`config.mk`:
```
export PLATFORM = sky130hd
export DESIGN_NAME = sls_lane_status
export DESIGN_NICKNAME = d
export VERILOG_FILES = /design/src/logic/sls_pkg.sv /design/src/logic/sls_lane_status.sv
export SDC_FILE = /design/constraint.sdc
export NUM_CORES = 1
export LEC_CHECK = 0
export ABC_AREA = 0
export BUFFER_PORTS_ARGS = -buffer_cell sky130_fd_sc_hd__buf_2
export CAP_MARGIN = 5
export CELL_PAD_IN_SITES_DETAIL_PLACEMENT = 2
export CELL_PAD_IN_SITES_GLOBAL_PLACEMENT = 2
export CORE_MARGIN = 1
export CORE_UTILIZATION = 41
export CTS_BUF_LIST = sky130_fd_sc_hd__clkbuf_8 sky130_fd_sc_hd__clkbuf_16
export CTS_CLUSTER_SIZE = 8
export DETAILED_ROUTE_END_ITERATION = 6
export PLACE_DENSITY = 0.91
export SYNTH_ARGS = -nofsm -noshare
export SYNTH_HDL_FRONTEND = slang
export SYNTH_SLANG_ARGS = --single-unit
export TNS_END_PERCENT = 50
```
`constraint.sdc`:
```
create_clock -name ref_clk_i -period 12 [get_ports ref_clk_i]
set_input_delay 0.6 -clock ref_clk_i [delete_from_list [all_inputs] [get_ports ref_clk_i]]
set_output_delay 0.6 -clock ref_clk_i [all_outputs]
set_load 0.005 [all_outputs]
```
`src/logic/sls_pkg.sv`:
```
// Package for the serial lane status block
package sls_pkg;
    // Register byte offsets
    localparam logic [7:0] ADDR_CTRL = 8'h00;
    localparam logic [7:0] ADDR_CLOCK_LANE_STATUS_REG = 8'h04;
    localparam logic [7:0] ADDR_DATA_LANE_STATUS_REG = 8'h08;
    localparam logic [7:0] ADDR_INIT = 8'h0c;
    localparam logic [7:0] ADDR_HS_LIMIT = 8'h10;
    localparam logic [7:0] ADDR_SETTLE = 8'h14;
    localparam logic [7:0] ADDR_VERSION = 8'h18;
    // Field positions
    localparam int CTRL_ENABLE_BIT = 0;
    localparam int CTRL_SOFT_RESET_BIT = 1;
    localparam int CL_MODE_LSB = 1;
    localparam int CL_INIT_DONE_BIT = 3;
    localparam int CL_STOP_BIT = 4;
    localparam int DL_MODE_LSB = 1;
    localparam int DL_INIT_DONE_BIT = 3;
    localparam int DL_ABORT_BIT = 5;
    localparam int DL_STOP_BIT = 6;
    localparam int DL_PKT_LSB = 16;
    localparam logic [1:0] MODE_LP = 2'h0;
    localparam logic [1:0] MODE_HS = 2'h1;
    // Reset values
    localparam logic [31:0] CTRL_RESET = 32'h0000_0001;
    localparam logic [15:0] INIT_RESET = 16'h0190;
    localparam logic [15:0] HS_LIMIT_RESET = 16'hffff;
    localparam logic [7:0] SETTLE_RESET = 8'h0e;
    // Arbitrary version code
    localparam logic [31:0] VERSION_VALUE = 32'h0001_0000;
    // Timing: init unit is one microsecond
    localparam int CLK_MHZ = 20;
    localparam int INIT_UNIT_NS = 1000;
    localparam int CLK_PERIOD_NS = 1000 / CLK_MHZ;
    localparam int INIT_UNIT_CYC = INIT_UNIT_NS / CLK_PERIOD_NS;
    localparam int LOCK_GAP_CYC = 4;
endpackage

```
`src/logic/sls_lane_status.sv`:
```
// Lane init, mode, packet counting and status registers over AXI4-Lite
`timescale 1ns/1ps
// Overview of operation
// - Report clock manager lock, then loop lock
// - Hold all lanes LP-11 through init
// - Receiver init about half to four fifths
// - Status bit 3 shows init done
// - Assert stop state when init completes
// - Stop in clock bit 4, data bit 6
// - Clock request starts high-speed clock
// - Clock mode reads 01 during HS
// - Receiver flags clock high-speed active
// - Data request allowed once clock runs
// - Data mode reads 01 during HS
// - Transmitter counts each data request once init is done
// - Receiver counts synced bursts and errors
// - Receiver flags invalid control sequences
// - Overrun flag when bytes exceed limit
// - Settle time writable, generation default
// - No lane-to-lane skew correction
// - Bus answers only out of reset, enabled
module sls_lane_status #(
    parameter bit IS_RX = 1'b0
) (
    input wire logic ref_clk_i,
    input wire logic reset_i,
    input wire logic clk_mgr_lock_i,
    input wire logic pll_lock_i,
    input wire logic lane_enable_i,
    input wire logic cl_txrequesths_i,
    input wire logic dl_txrequesths_i,
    input wire logic [1:0] cl_line_i,
    input wire logic [1:0] dl_line_i,
    input wire logic cl_hs_detect_i,
    input wire logic dl_rxactivehs_i,
    input wire logic dl_rxsynchs_i,
    input wire logic dl_errsoths_i,
    input wire logic dl_errsotsynchs_i,
    input wire logic dl_byte_valid_i,
    input wire logic [1:0] dl_ctrl_state_i,
    output logic clk_mgr_lock_o,
    output logic pll_lock_o,
    output logic cl_stopstate_o,
    output logic dl_stopstate_o,
    output logic [1:0] cl_line_o,
    output logic [1:0] dl_line_o,
    output logic cl_hs_clk_en_o,
    output logic dl_hs_en_o,
    output logic rx_clock_active_indication_o,
    output logic dl_errcontrol_o,
    output logic [7:0] receiver_settle_time_o,
    input wire logic s_axi_aresetn_i,
    input wire logic s_axi_aclken_i,
    input wire logic [7:0] s_axi_awaddr_i,
    input wire logic s_axi_awvalid_i,
    output logic s_axi_awready_o,
    input wire logic [31:0] s_axi_wdata_i,
    input wire logic [3:0] s_axi_wstrb_i,
    input wire logic s_axi_wvalid_i,
    output logic s_axi_wready_o,
    output logic [1:0] s_axi_bresp_o,
    output logic s_axi_bvalid_o,
    input wire logic s_axi_bready_i,
    input wire logic [7:0] s_axi_araddr_i,
    input wire logic s_axi_arvalid_i,
    output logic s_axi_arready_o,
    output logic [31:0] s_axi_rdata_o,
    output logic [1:0] s_axi_rresp_o,
    output logic s_axi_rvalid_o,
    input wire logic s_axi_rready_i
);

    typedef enum logic [1:0] {
        SLS_WAIT_LOCK = 2'b00,
        SLS_INIT = 2'b01,
        SLS_STOP = 2'b11,
        SLS_HS = 2'b10
    } sls_lane_t;

    // Synchronisers for pin-side inputs
    logic [1:0] mmcm_sync_ff, pll_sync_ff, en_sync_ff;
    logic [1:0] clreq_sync_ff, dlreq_sync_ff, clhs_sync_ff;
    logic [1:0] act_sync_ff, sync_sync_ff, esot_sync_ff, esync_sync_ff, bv_sync_ff;
    logic [1:0] cl0_sync_ff, cl1_sync_ff, dl0_sync_ff, dl1_sync_ff;
    logic [1:0] cs0_sync_ff, cs1_sync_ff;
    always_ff @(posedge ref_clk_i or posedge reset_i) begin
        if (reset_i) begin
            {mmcm_sync_ff, pll_sync_ff, en_sync_ff} <= 6'h00;
            {clreq_sync_ff, dlreq_sync_ff, clhs_sync_ff} <= 6'h00;
            {act_sync_ff, sync_sync_ff, esot_sync_ff, esync_sync_ff, bv_sync_ff} <= 10'h000;
            {cl0_sync_ff, cl1_sync_ff, dl0_sync_ff, dl1_sync_ff} <= 8'hff;
            {cs0_sync_ff, cs1_sync_ff} <= 4'h0;
        end else begin
            mmcm_sync_ff <= {mmcm_sync_ff[0], clk_mgr_lock_i};
            pll_sync_ff <= {pll_sync_ff[0], pll_lock_i};
            en_sync_ff <= {en_sync_ff[0], lane_enable_i};
            clreq_sync_ff <= {clreq_sync_ff[0], cl_txrequesths_i};
            dlreq_sync_ff <= {dlreq_sync_ff[0], dl_txrequesths_i};
            clhs_sync_ff <= {clhs_sync_ff[0], cl_hs_detect_i};
            act_sync_ff <= {act_sync_ff[0], dl_rxactivehs_i};
            sync_sync_ff <= {sync_sync_ff[0], dl_rxsynchs_i};
            esot_sync_ff <= {esot_sync_ff[0], dl_errsoths_i};
            esync_sync_ff <= {esync_sync_ff[0], dl_errsotsynchs_i};
            bv_sync_ff <= {bv_sync_ff[0], dl_byte_valid_i};
            cl0_sync_ff <= {cl0_sync_ff[0], cl_line_i[0]};
            cl1_sync_ff <= {cl1_sync_ff[0], cl_line_i[1]};
            dl0_sync_ff <= {dl0_sync_ff[0], dl_line_i[0]};
            dl1_sync_ff <= {dl1_sync_ff[0], dl_line_i[1]};
            cs0_sync_ff <= {cs0_sync_ff[0], dl_ctrl_state_i[0]};
            cs1_sync_ff <= {cs1_sync_ff[0], dl_ctrl_state_i[1]};
        end
    end
    wire logic mmcm_s = mmcm_sync_ff[1];
    wire logic pll_s = pll_sync_ff[1];
    wire logic en_s = en_sync_ff[1];
    wire logic clreq_s = clreq_sync_ff[1];
    wire logic dlreq_s = dlreq_sync_ff[1];
    wire logic clhs_s = clhs_sync_ff[1];
    wire logic act_s = act_sync_ff[1];
    wire logic [1:0] dl_ln_s = {dl1_sync_ff[1], dl0_sync_ff[1]};
    wire logic [1:0] cl_ln_s = {cl1_sync_ff[1], cl0_sync_ff[1]};
    wire logic [1:0] cs_s = {cs1_sync_ff[1], cs0_sync_ff[1]};

    // Registers
    logic [31:0] ctrl_ff;
    logic [15:0] init_ff, hs_limit_ff;
    logic [7:0] settle_ff;
    logic soft_rst;
    assign soft_rst = ctrl_ff[sls_pkg::CTRL_SOFT_RESET_BIT];

    // Lock reporting: pll lock never shown before clock manager lock
    logic [2:0] lock_gap_ff;
    always_ff @(posedge ref_clk_i or posedge reset_i) begin
        if (reset_i) begin
            clk_mgr_lock_o <= 1'b0;
            pll_lock_o <= 1'b0;
            lock_gap_ff <= 3'h0;
        end else begin
            clk_mgr_lock_o <= mmcm_s;
            if (!mmcm_s) begin
                lock_gap_ff <= 3'h0;
            end else if (lock_gap_ff != 3'(sls_pkg::LOCK_GAP_CYC)) begin
                lock_gap_ff <= lock_gap_ff + 3'h1;
            end
            pll_lock_o <= pll_s && clk_mgr_lock_o
                && lock_gap_ff == 3'(sls_pkg::LOCK_GAP_CYC);
        end
    end

    // Lane state machine; init length comes from a register so the
    // receiver can be set to part of the far transmitter's value
    sls_lane_t lane_ff;
    logic [15:0] unit_cnt_ff, init_cnt_ff;
    logic [15:0] byte_cnt_ff;
    logic init_done_ff, overrun_ff;
    logic go_ok;
    assign go_ok = en_s && !soft_rst && pll_lock_o;
    always_ff @(posedge ref_clk_i or posedge reset_i) begin
        if (reset_i) begin
            lane_ff <= SLS_WAIT_LOCK;
            unit_cnt_ff <= 16'h0000;
            init_cnt_ff <= 16'h0000;
            init_done_ff <= 1'b0;
        end else if (!go_ok) begin
            lane_ff <= SLS_WAIT_LOCK;
            unit_cnt_ff <= 16'h0000;
            init_cnt_ff <= 16'h0000;
            init_done_ff <= 1'b0;
        end else begin
            unique case (lane_ff)
                SLS_WAIT_LOCK: begin
                    lane_ff <= SLS_INIT;
                end
                SLS_INIT: begin
                    if (unit_cnt_ff == 16'(sls_pkg::INIT_UNIT_CYC - 1)) begin
                        unit_cnt_ff <= 16'h0000;
                        init_cnt_ff <= init_cnt_ff + 16'h0001;
                    end else begin
                        unit_cnt_ff <= unit_cnt_ff + 16'h0001;
                    end
                    // Receiver only finishes if lines sat in LP-11 throughout
                    if (IS_RX && (cl_ln_s != 2'h3 || dl_ln_s != 2'h3)) begin
                        init_cnt_ff <= 16'h0000;
                    end else if (init_cnt_ff >= init_ff) begin
                        lane_ff <= SLS_STOP;
                        init_done_ff <= 1'b1;
                    end
                end
                SLS_STOP: begin
                    if (IS_RX ? (clhs_s || act_s) : clreq_s) begin
                        lane_ff <= SLS_HS;
                    end
                end
                SLS_HS: begin
                    if (IS_RX ? (!clhs_s && !act_s) : (!clreq_s && !dlreq_s)) begin
                        lane_ff <= SLS_STOP;
                    end
                end
            endcase
        end
    end

    logic cl_hs, dl_hs;
    assign cl_hs = lane_ff == SLS_HS && (IS_RX ? clhs_s : clreq_s);
    // Data only follows a running clock; early requests wait
    assign dl_hs = lane_ff == SLS_HS && cl_hs && (IS_RX ? act_s : dlreq_s);

    always_ff @(posedge ref_clk_i or posedge reset_i) begin
        if (reset_i) begin
            cl_line_o <= 2'h3;
            dl_line_o <= 2'h3;
            cl_hs_clk_en_o <= 1'b0;
            dl_hs_en_o <= 1'b0;
            cl_stopstate_o <= 1'b0;
            dl_stopstate_o <= 1'b0;
            rx_clock_active_indication_o <= 1'b0;
        end else begin
            cl_line_o <= (!IS_RX && cl_hs) ? 2'h0 : 2'h3;
            dl_line_o <= (!IS_RX && dl_hs) ? 2'h0 : 2'h3;
            cl_hs_clk_en_o <= !IS_RX && cl_hs;
            dl_hs_en_o <= !IS_RX && dl_hs;
            cl_stopstate_o <= lane_ff == SLS_STOP || (lane_ff == SLS_HS && !cl_hs);
            dl_stopstate_o <= lane_ff == SLS_STOP || (lane_ff == SLS_HS && !dl_hs);
            rx_clock_active_indication_o <= IS_RX && cl_hs;
        end
    end

    // Packet count; bytes are passed per lane with no skew alignment
    logic [15:0] pkt_ff;
    logic dlreq_d_ff, act_d_ff, sync_seen_ff;
    logic burst_end;
    assign burst_end = act_d_ff && !act_s;
    always_ff @(posedge ref_clk_i or posedge reset_i) begin
        if (reset_i) begin
            pkt_ff <= 16'h0000;
            dlreq_d_ff <= 1'b0;
            act_d_ff <= 1'b0;
            sync_seen_ff <= 1'b0;
        end else begin
            dlreq_d_ff <= dlreq_s;
            act_d_ff <= act_s;
            if (act_s && (sync_sync_ff[1] || esot_sync_ff[1] || esync_sync_ff[1])) begin
                sync_seen_ff <= 1'b1;
            end else if (burst_end) begin
                sync_seen_ff <= 1'b0;
            end
            if (!IS_RX && dlreq_s && !dlreq_d_ff && init_done_ff) begin
                pkt_ff <= pkt_ff + 16'h0001;
            end else if (IS_RX && burst_end && sync_seen_ff) begin
                pkt_ff <= pkt_ff + 16'h0001;
            end
        end
    end

    // Byte overrun and control error
    always_ff @(posedge ref_clk_i or posedge reset_i) begin
        if (reset_i) begin
            byte_cnt_ff <= 16'h0000;
            overrun_ff <= 1'b0;
            dl_errcontrol_o <= 1'b0;
        end else begin
            if (!act_s) begin
                byte_cnt_ff <= 16'h0000;
            end else if (bv_sync_ff[1] && byte_cnt_ff != 16'hffff) begin
                byte_cnt_ff <= byte_cnt_ff + 16'h0001;
            end
            // Sticky until next burst starts
            if (IS_RX && act_s && byte_cnt_ff > hs_limit_ff) begin
                overrun_ff <= 1'b1;
            end else if (act_s && !act_d_ff) begin
                overrun_ff <= 1'b0;
            end
            // State 2'b11 marks an illegal LP line sequence from the detector
            dl_errcontrol_o <= IS_RX && cs_s == 2'h3;
        end
    end

    // AXI4-Lite slave, held idle without enable or in reset
    logic bus_go;
    logic aw_ff, w_ff;
    logic [7:0] awaddr_ff;
    logic [31:0] wdata_ff;
    logic [3:0] wstrb_ff;
    assign bus_go = s_axi_aresetn_i && s_axi_aclken_i;
    assign s_axi_awready_o = bus_go && !aw_ff && !s_axi_bvalid_o;
    assign s_axi_wready_o = bus_go && !w_ff && !s_axi_bvalid_o;
    assign s_axi_arready_o = bus_go && !s_axi_rvalid_o;
    assign s_axi_rresp_o = 2'h0;

    function automatic logic [31:0] merge(input logic [31:0] old, input logic [31:0] nw,
                                          input logic [3:0] st);
        logic [31:0] r;
        r = old;
        for (int i = 0; i < 4; i++) begin
            if (st[i]) begin
                r[i*8 +: 8] = nw[i*8 +: 8];
            end
        end
        return r;
    endfunction

    logic wr_go;
    assign wr_go = aw_ff && w_ff && !s_axi_bvalid_o;
    always_ff @(posedge ref_clk_i or posedge reset_i) begin
        if (reset_i) begin
            aw_ff <= 1'b0;
            w_ff <= 1'b0;
            awaddr_ff <= 8'h00;
            wdata_ff <= 32'h0000_0000;
            wstrb_ff <= 4'h0;
            s_axi_bvalid_o <= 1'b0;
            s_axi_bresp_o <= 2'h0;
            ctrl_ff <= sls_pkg::CTRL_RESET;
            init_ff <= sls_pkg::INIT_RESET;
            hs_limit_ff <= sls_pkg::HS_LIMIT_RESET;
            settle_ff <= sls_pkg::SETTLE_RESET;
        end else if (!s_axi_aresetn_i) begin
            aw_ff <= 1'b0;
            w_ff <= 1'b0;
            s_axi_bvalid_o <= 1'b0;
        end else if (s_axi_aclken_i) begin
            if (s_axi_awvalid_i && s_axi_awready_o) begin
                aw_ff <= 1'b1;
                awaddr_ff <= s_axi_awaddr_i;
            end
            if (s_axi_wvalid_i && s_axi_wready_o) begin
                w_ff <= 1'b1;
                wdata_ff <= s_axi_wdata_i;
                wstrb_ff <= s_axi_wstrb_i;
            end
            if (wr_go) begin
                aw_ff <= 1'b0;
                w_ff <= 1'b0;
                s_axi_bvalid_o <= 1'b1;
                s_axi_bresp_o <= 2'h0;
                unique case (awaddr_ff & 8'hfc)
                    sls_pkg::ADDR_CTRL: ctrl_ff <= merge(ctrl_ff, wdata_ff, wstrb_ff);
                    sls_pkg::ADDR_INIT: init_ff <= 16'(merge({16'h0, init_ff}, wdata_ff, wstrb_ff));
                    sls_pkg::ADDR_HS_LIMIT: hs_limit_ff <= 16'(merge({16'h0, hs_limit_ff},
                                                                    wdata_ff, wstrb_ff));
                    sls_pkg::ADDR_SETTLE: settle_ff <= 8'(merge({24'h0, settle_ff},
                                                               wdata_ff, wstrb_ff));
                    sls_pkg::ADDR_CLOCK_LANE_STATUS_REG, sls_pkg::ADDR_DATA_LANE_STATUS_REG, sls_pkg::ADDR_VERSION: begin
                    end
                    default: s_axi_bresp_o <= 2'h2;
                endcase
            end else if (s_axi_bvalid_o && s_axi_bready_i) begin
                s_axi_bvalid_o <= 1'b0;
            end
        end
    end

    logic [31:0] cl_stat, dl_stat;
    always_comb begin
        cl_stat = 32'h0000_0000;
        cl_stat[sls_pkg::CL_MODE_LSB +: 2] = cl_hs ? sls_pkg::MODE_HS : sls_pkg::MODE_LP;
        cl_stat[sls_pkg::CL_INIT_DONE_BIT] = init_done_ff;
        cl_stat[sls_pkg::CL_STOP_BIT] = cl_stopstate_o;
        dl_stat = 32'h0000_0000;
        dl_stat[sls_pkg::DL_MODE_LSB +: 2] = dl_hs ? sls_pkg::MODE_HS : sls_pkg::MODE_LP;
        dl_stat[sls_pkg::DL_INIT_DONE_BIT] = init_done_ff;
        dl_stat[sls_pkg::DL_ABORT_BIT] = overrun_ff;
        dl_stat[sls_pkg::DL_STOP_BIT] = dl_stopstate_o;
        dl_stat[sls_pkg::DL_PKT_LSB +: 16] = pkt_ff;
    end

    always_ff @(posedge ref_clk_i or posedge reset_i) begin
        if (reset_i) begin
            s_axi_rvalid_o <= 1'b0;
            s_axi_rdata_o <= 32'h0000_0000;
        end else if (!s_axi_aresetn_i) begin
            s_axi_rvalid_o <= 1'b0;
        end else if (s_axi_aclken_i) begin
            if (s_axi_arvalid_i && s_axi_arready_o) begin
                s_axi_rvalid_o <= 1'b1;
                unique case (s_axi_araddr_i & 8'hfc)
                    sls_pkg::ADDR_CTRL: s_axi_rdata_o <= ctrl_ff;
                    sls_pkg::ADDR_CLOCK_LANE_STATUS_REG: s_axi_rdata_o <= cl_stat;
                    sls_pkg::ADDR_DATA_LANE_STATUS_REG: s_axi_rdata_o <= dl_stat;
                    sls_pkg::ADDR_INIT: s_axi_rdata_o <= {16'h0000, init_ff};
                    sls_pkg::ADDR_HS_LIMIT: s_axi_rdata_o <= {16'h0000, hs_limit_ff};
                    sls_pkg::ADDR_SETTLE: s_axi_rdata_o <= {24'h000000, settle_ff};
                    sls_pkg::ADDR_VERSION: s_axi_rdata_o <= sls_pkg::VERSION_VALUE;
                    default: s_axi_rdata_o <= 32'h0000_0000;
                endcase
            end else if (s_axi_rvalid_o && s_axi_rready_i) begin
                s_axi_rvalid_o <= 1'b0;
            end
        end
    end
    assign receiver_settle_time_o = settle_ff;

    // Assertions
    a_lock_order: assert property (@(posedge ref_clk_i) disable iff (reset_i)
        pll_lock_o |-> clk_mgr_lock_o) else $error("pll lock before clock lock");
    a_init_lp11: assert property (@(posedge ref_clk_i) disable iff (reset_i)
        lane_ff == SLS_INIT |=> cl_line_o == 2'h3 && dl_line_o == 2'h3)
        else $error("lane left LP-11 in init");
    a_done_bit: assert property (@(posedge ref_clk_i) disable iff (reset_i)
        lane_ff == SLS_STOP |-> cl_stat[3] && dl_stat[3])
        else $error("init done bit clear");
    a_stop_follow: assert property (@(posedge ref_clk_i) disable iff (reset_i)
        lane_ff == SLS_STOP |=> cl_stopstate_o && dl_stopstate_o)
        else $error("stop state missing");
    a_stop_bits: assert property (@(posedge ref_clk_i) disable iff (reset_i)
        cl_stat[4] == cl_stopstate_o && dl_stat[6] == dl_stopstate_o)
        else $error("stop bits wrong");
    a_cl_mode: assert property (@(posedge ref_clk_i) disable iff (reset_i)
        cl_hs |-> cl_stat[2:1] == 2'b01) else $error("clock mode wrong");
    a_dl_mode: assert property (@(posedge ref_clk_i) disable iff (reset_i)
        dl_hs |-> dl_stat[2:1] == 2'b01 && cl_hs) else $error("data mode wrong");
    a_rx_clk_act: assert property (@(posedge ref_clk_i) disable iff (reset_i)
        IS_RX && cl_hs |=> rx_clock_active_indication_o)
        else $error("rx clock active missing");
    a_tx_count: assert property (@(posedge ref_clk_i) disable iff (reset_i)
        !IS_RX && dlreq_s && !dlreq_d_ff && init_done_ff |=> pkt_ff == $past(pkt_ff) + 16'h0001)
        else $error("tx packet not counted");
    a_bus_idle: assert property (@(posedge ref_clk_i) disable iff (reset_i)
        !s_axi_aclken_i |-> !s_axi_awready_o && !s_axi_arready_o)
        else $error("bus ready while disabled");

endmodule // sls_lane_status

```
==> reports/summary.txt <==
Total number of vias = 7,573
Worst r2r dst = init_ff[9]$_DFFE_PP0P_
Layout Skew = 23.7 ps
Synth Area in XOR/XNOR = 3.33%
Die Y = 158 um
Min-Delay Path Class = in -> reg
WS Path Type = in -> reg
Die width = 158 um
Crit path capture type = flip-flop
Clk sinks = 224
Crit path DAT = 3350 ps
Starting DRT DRC Count = 494
CP peak stage delay = 880 ps
Final Hold Vio Count = 0
Final critical-path setup slack = 9140 ps
Starting Density = 42.1%
Layout Nets = 1,056
Ys async rst share = 100%
Overall Global Routing Usage = 29.4%
P per Cell Area = 149 mW/mm^2
Seq cells post-synth = 224
# IOs = 139
CTS tree = done
# fillers = 2,373
Final Non-Filler Cells = 1,303
Final-report setup violation count = 0
Status = complete, no violations
Start point of the worst hold path = dl_txrequesths_i
Post-CTS Setup Bufs = 0
Most common cell in the netlist = dfrtp_1
Synth Flop Type = dfrtp_1
Synth area leader = dfrtp_1
Commonest cells post-synth = dfrtp_1 (199), nand2_1 (78), mux2_1 (60)
Pleak = 5.44 nW
Reg2Reg Setup Slack = 9160 ps
Initial antenna violation count = 4
H-tree depth = 1
Min Tclk post-route = 2860 ps
Worst hold path cell count = 1
Worst path cell trace = buf_2 -> nor4_1 -> and3_1 -> a222oi_1 -> a21oi_1 -> a21o_1
DRC = 0
Die ar. = 0.0250 mm^2
CTS buffer count = 31
GR Overflow Total = 0
Yosys cell types = 64
Worst reg-to-reg path cell count = 5
Layout cells sized above 1 = 26.3%
Synth area leaders = dfrtp_1 (50%), mux2_1 (6.8%), dfstp_2 (6.6%)
Clock Root Buffer = clkbuf_16
DRT antenna net count = 0
Slowest cell on crit path = nor4_1
Wirelength per Cell = 27.0 um
Pin count of the biggest net entering global routing = 144
CTS resizes = 0
Count of pins over their slew limit = 0
Worst slack at placement = 8920 ps
Post-Synth Adder-Cell Area = 2.63%
YS warnings = 0
Clk_lat worst skew = 570 ps
Reg2reg start = s_axi_bvalid_o$_DFFE_PP0P_
Design Area, Final = 0.0117 mm^2
Post-synthesis mux area share = 13.3%
Crit path launch type = input pin
DP Area = 0.0109 mm^2
Hold Path End = dlreq_sync_ff[0]$_DFF_PP0_
IO buf count = 117
Mean Syn Cell Area = 11.9 um^2
Vias in the first global route = 8,786
Sequential cell area = 0.00564 mm^2
Area delta synth->final = 17.7%
Design Power = 1.75 mW
Worst-Margin Slew = 1070 ps
Compound-Gate Fraction of Synth Area = 8.26%
TritonRoute pass-1 iters = 6
Synthesized cell area = 0.00998 mm^2
CTS max path bufs = 3
Placer Congestion = 0.779
Crit share post-route = 23.8%
Post-Synth Simple-Gate Area = 12.6%
Core area = 0.0237 mm^2
Total Wirelength = 35,200 um
Peak VDD IR = 0.102 mV
Via-to-Cell Ratio = 5.81
Final Util = 49.6%
Multi-input gate area = 0.00404 mm^2
Fmax = 350 MHz
Std cell rows = 56
Hpwl dp = 21,200 um
CP max FO = 15
Relative slew slack = 28.9%
Worst Hold Margin = 154 ps
Number of flops mapped to enable cells by yosys = 0
Largest family of logic cells by synthesized area = multiplexers
Global-route wire length before repair = 54,300 um
Setup TNS = 0 ps
Hold_buf cts = 0
RSZ-0062 raised after global routing = no
Sequential area share after synthesis = 56.5%
Max-cap violations = 0
Placed cell count = 1,242
Syn Inst Count = 836
Area share of the largest cell type after synthesis = 49.9%
Clock Pin Slew Worst Setup and Hold Paths = 70 ps
Critical Path RT = 12,490 ps
[critical path, delay by kind of cell]
kind                   cells  cell delay, ps
AND/OR/NAND/NOR            2            1750
AO/OA/AOI/OAI              3             780
buffers and inverters      1             210
[cell type report]
| type | count | area share, % |
|---|---|---|
| well taps | 319 | 3.40 |
| diodes | 3 | 0.0639 |
| inverters | 34 | 1.15 |
| clock inverters | 26 | 0.873 |
| flip-flops and latches | 224 | 48.0 |
| clock buffers | 31 | 6.60 |
| repair buffers | 127 | 5.59 |
| multi-input cells | 539 | 34.3 |
[cells by family (layout without fill, tap and decap cells)]
kind of cell | Yosys count | in the layout
muxes | 118 | 118
xor gates and xnor gates | 38 | 38
other | 1 | 8
and+or+nand+nor | 233 | 233
buffers and inverters | 77 | 218
AOI/OAI and AO/OA | 124 | 124
DFF | 224 | 224
adders and majority gates | 21 | 21
[registers in the layout, indices dropped and copies added (netlist names), 2 cells and up]
name,cells
hs_limit_ff,16
dlreq_sync_ff,2
en_sync_ff,2
pkt_ff,16
lock_gap_ff,3
pll_sync_ff,2
unit_cnt_ff,16
receiver_settle_time_o,8
mmcm_sync_ff,2
wstrb_ff,4
init_ff,16
ctrl_ff,32
awaddr_ff,6
clreq_sync_ff,2
lane_ff,2
wdata_ff,32
s_axi_rdata_o,32
init_cnt_ff,16
[layout by cell type, fill, tap and decap left out, types with 13 or more instances in the layout]
master     instances
a22oi_1           15
nand3_1           20
mux2_1            60
nand4_1           14
a21oi_1           24
mux2_2            58
o21ai_0           13
nor2_1            39
inv_1             58
o21ai_1           26
ha_1              21
nand2_1           78
dfrtp_1          199
buf_2            117
dfstp_2           25
clkbuf_16         31
xnor2_1           29
a222oi_1          14
[worst max-delay path by stage]
stage | from | end | slack [ps]
final | s_axi_araddr_i[4] | s_axi_rdata_o[6]$_DFFE_PP0P_ | 9140
after detailed placement | s_axi_araddr_i[4] | s_axi_rdata_o[6]$_DFFE_PP0P_ | 8920
after global routing | s_axi_bvalid_o$_DFFE_PP0P_ | init_ff[13]$_DFFE_PP0P_ | 8970
after CTS | s_axi_bvalid_o$_DFFE_PP0P_ | init_ff[11]$_DFFE_PP0P_ | 9140
after floorplan | reset_i | aw_ff$_DFFE_PP0P_ | 5310
after global placement | s_axi_aresetn_i | init_ff[10]$_DFFE_PP0P_ | 9070
[power by group]
group	switching (mW)	internal, mW
registers	0.0442	0.797
logic	0.0549	0.0445
clock network	0.348	0.460
[metal layers]
layer | track usage, % | up-vias | part of all wire (%)
met5 | 0 | - | 0.043
met4 | 16.1 | 2 | 5.0
met3 | 6.46 | 111 | 5.6
met2 | 51.4 | 279 | 51
met1 | 33.4 | 3952 | 39
li1 | - | 3229 | -
No activity file was read; power rests on OpenSTA's default activity.
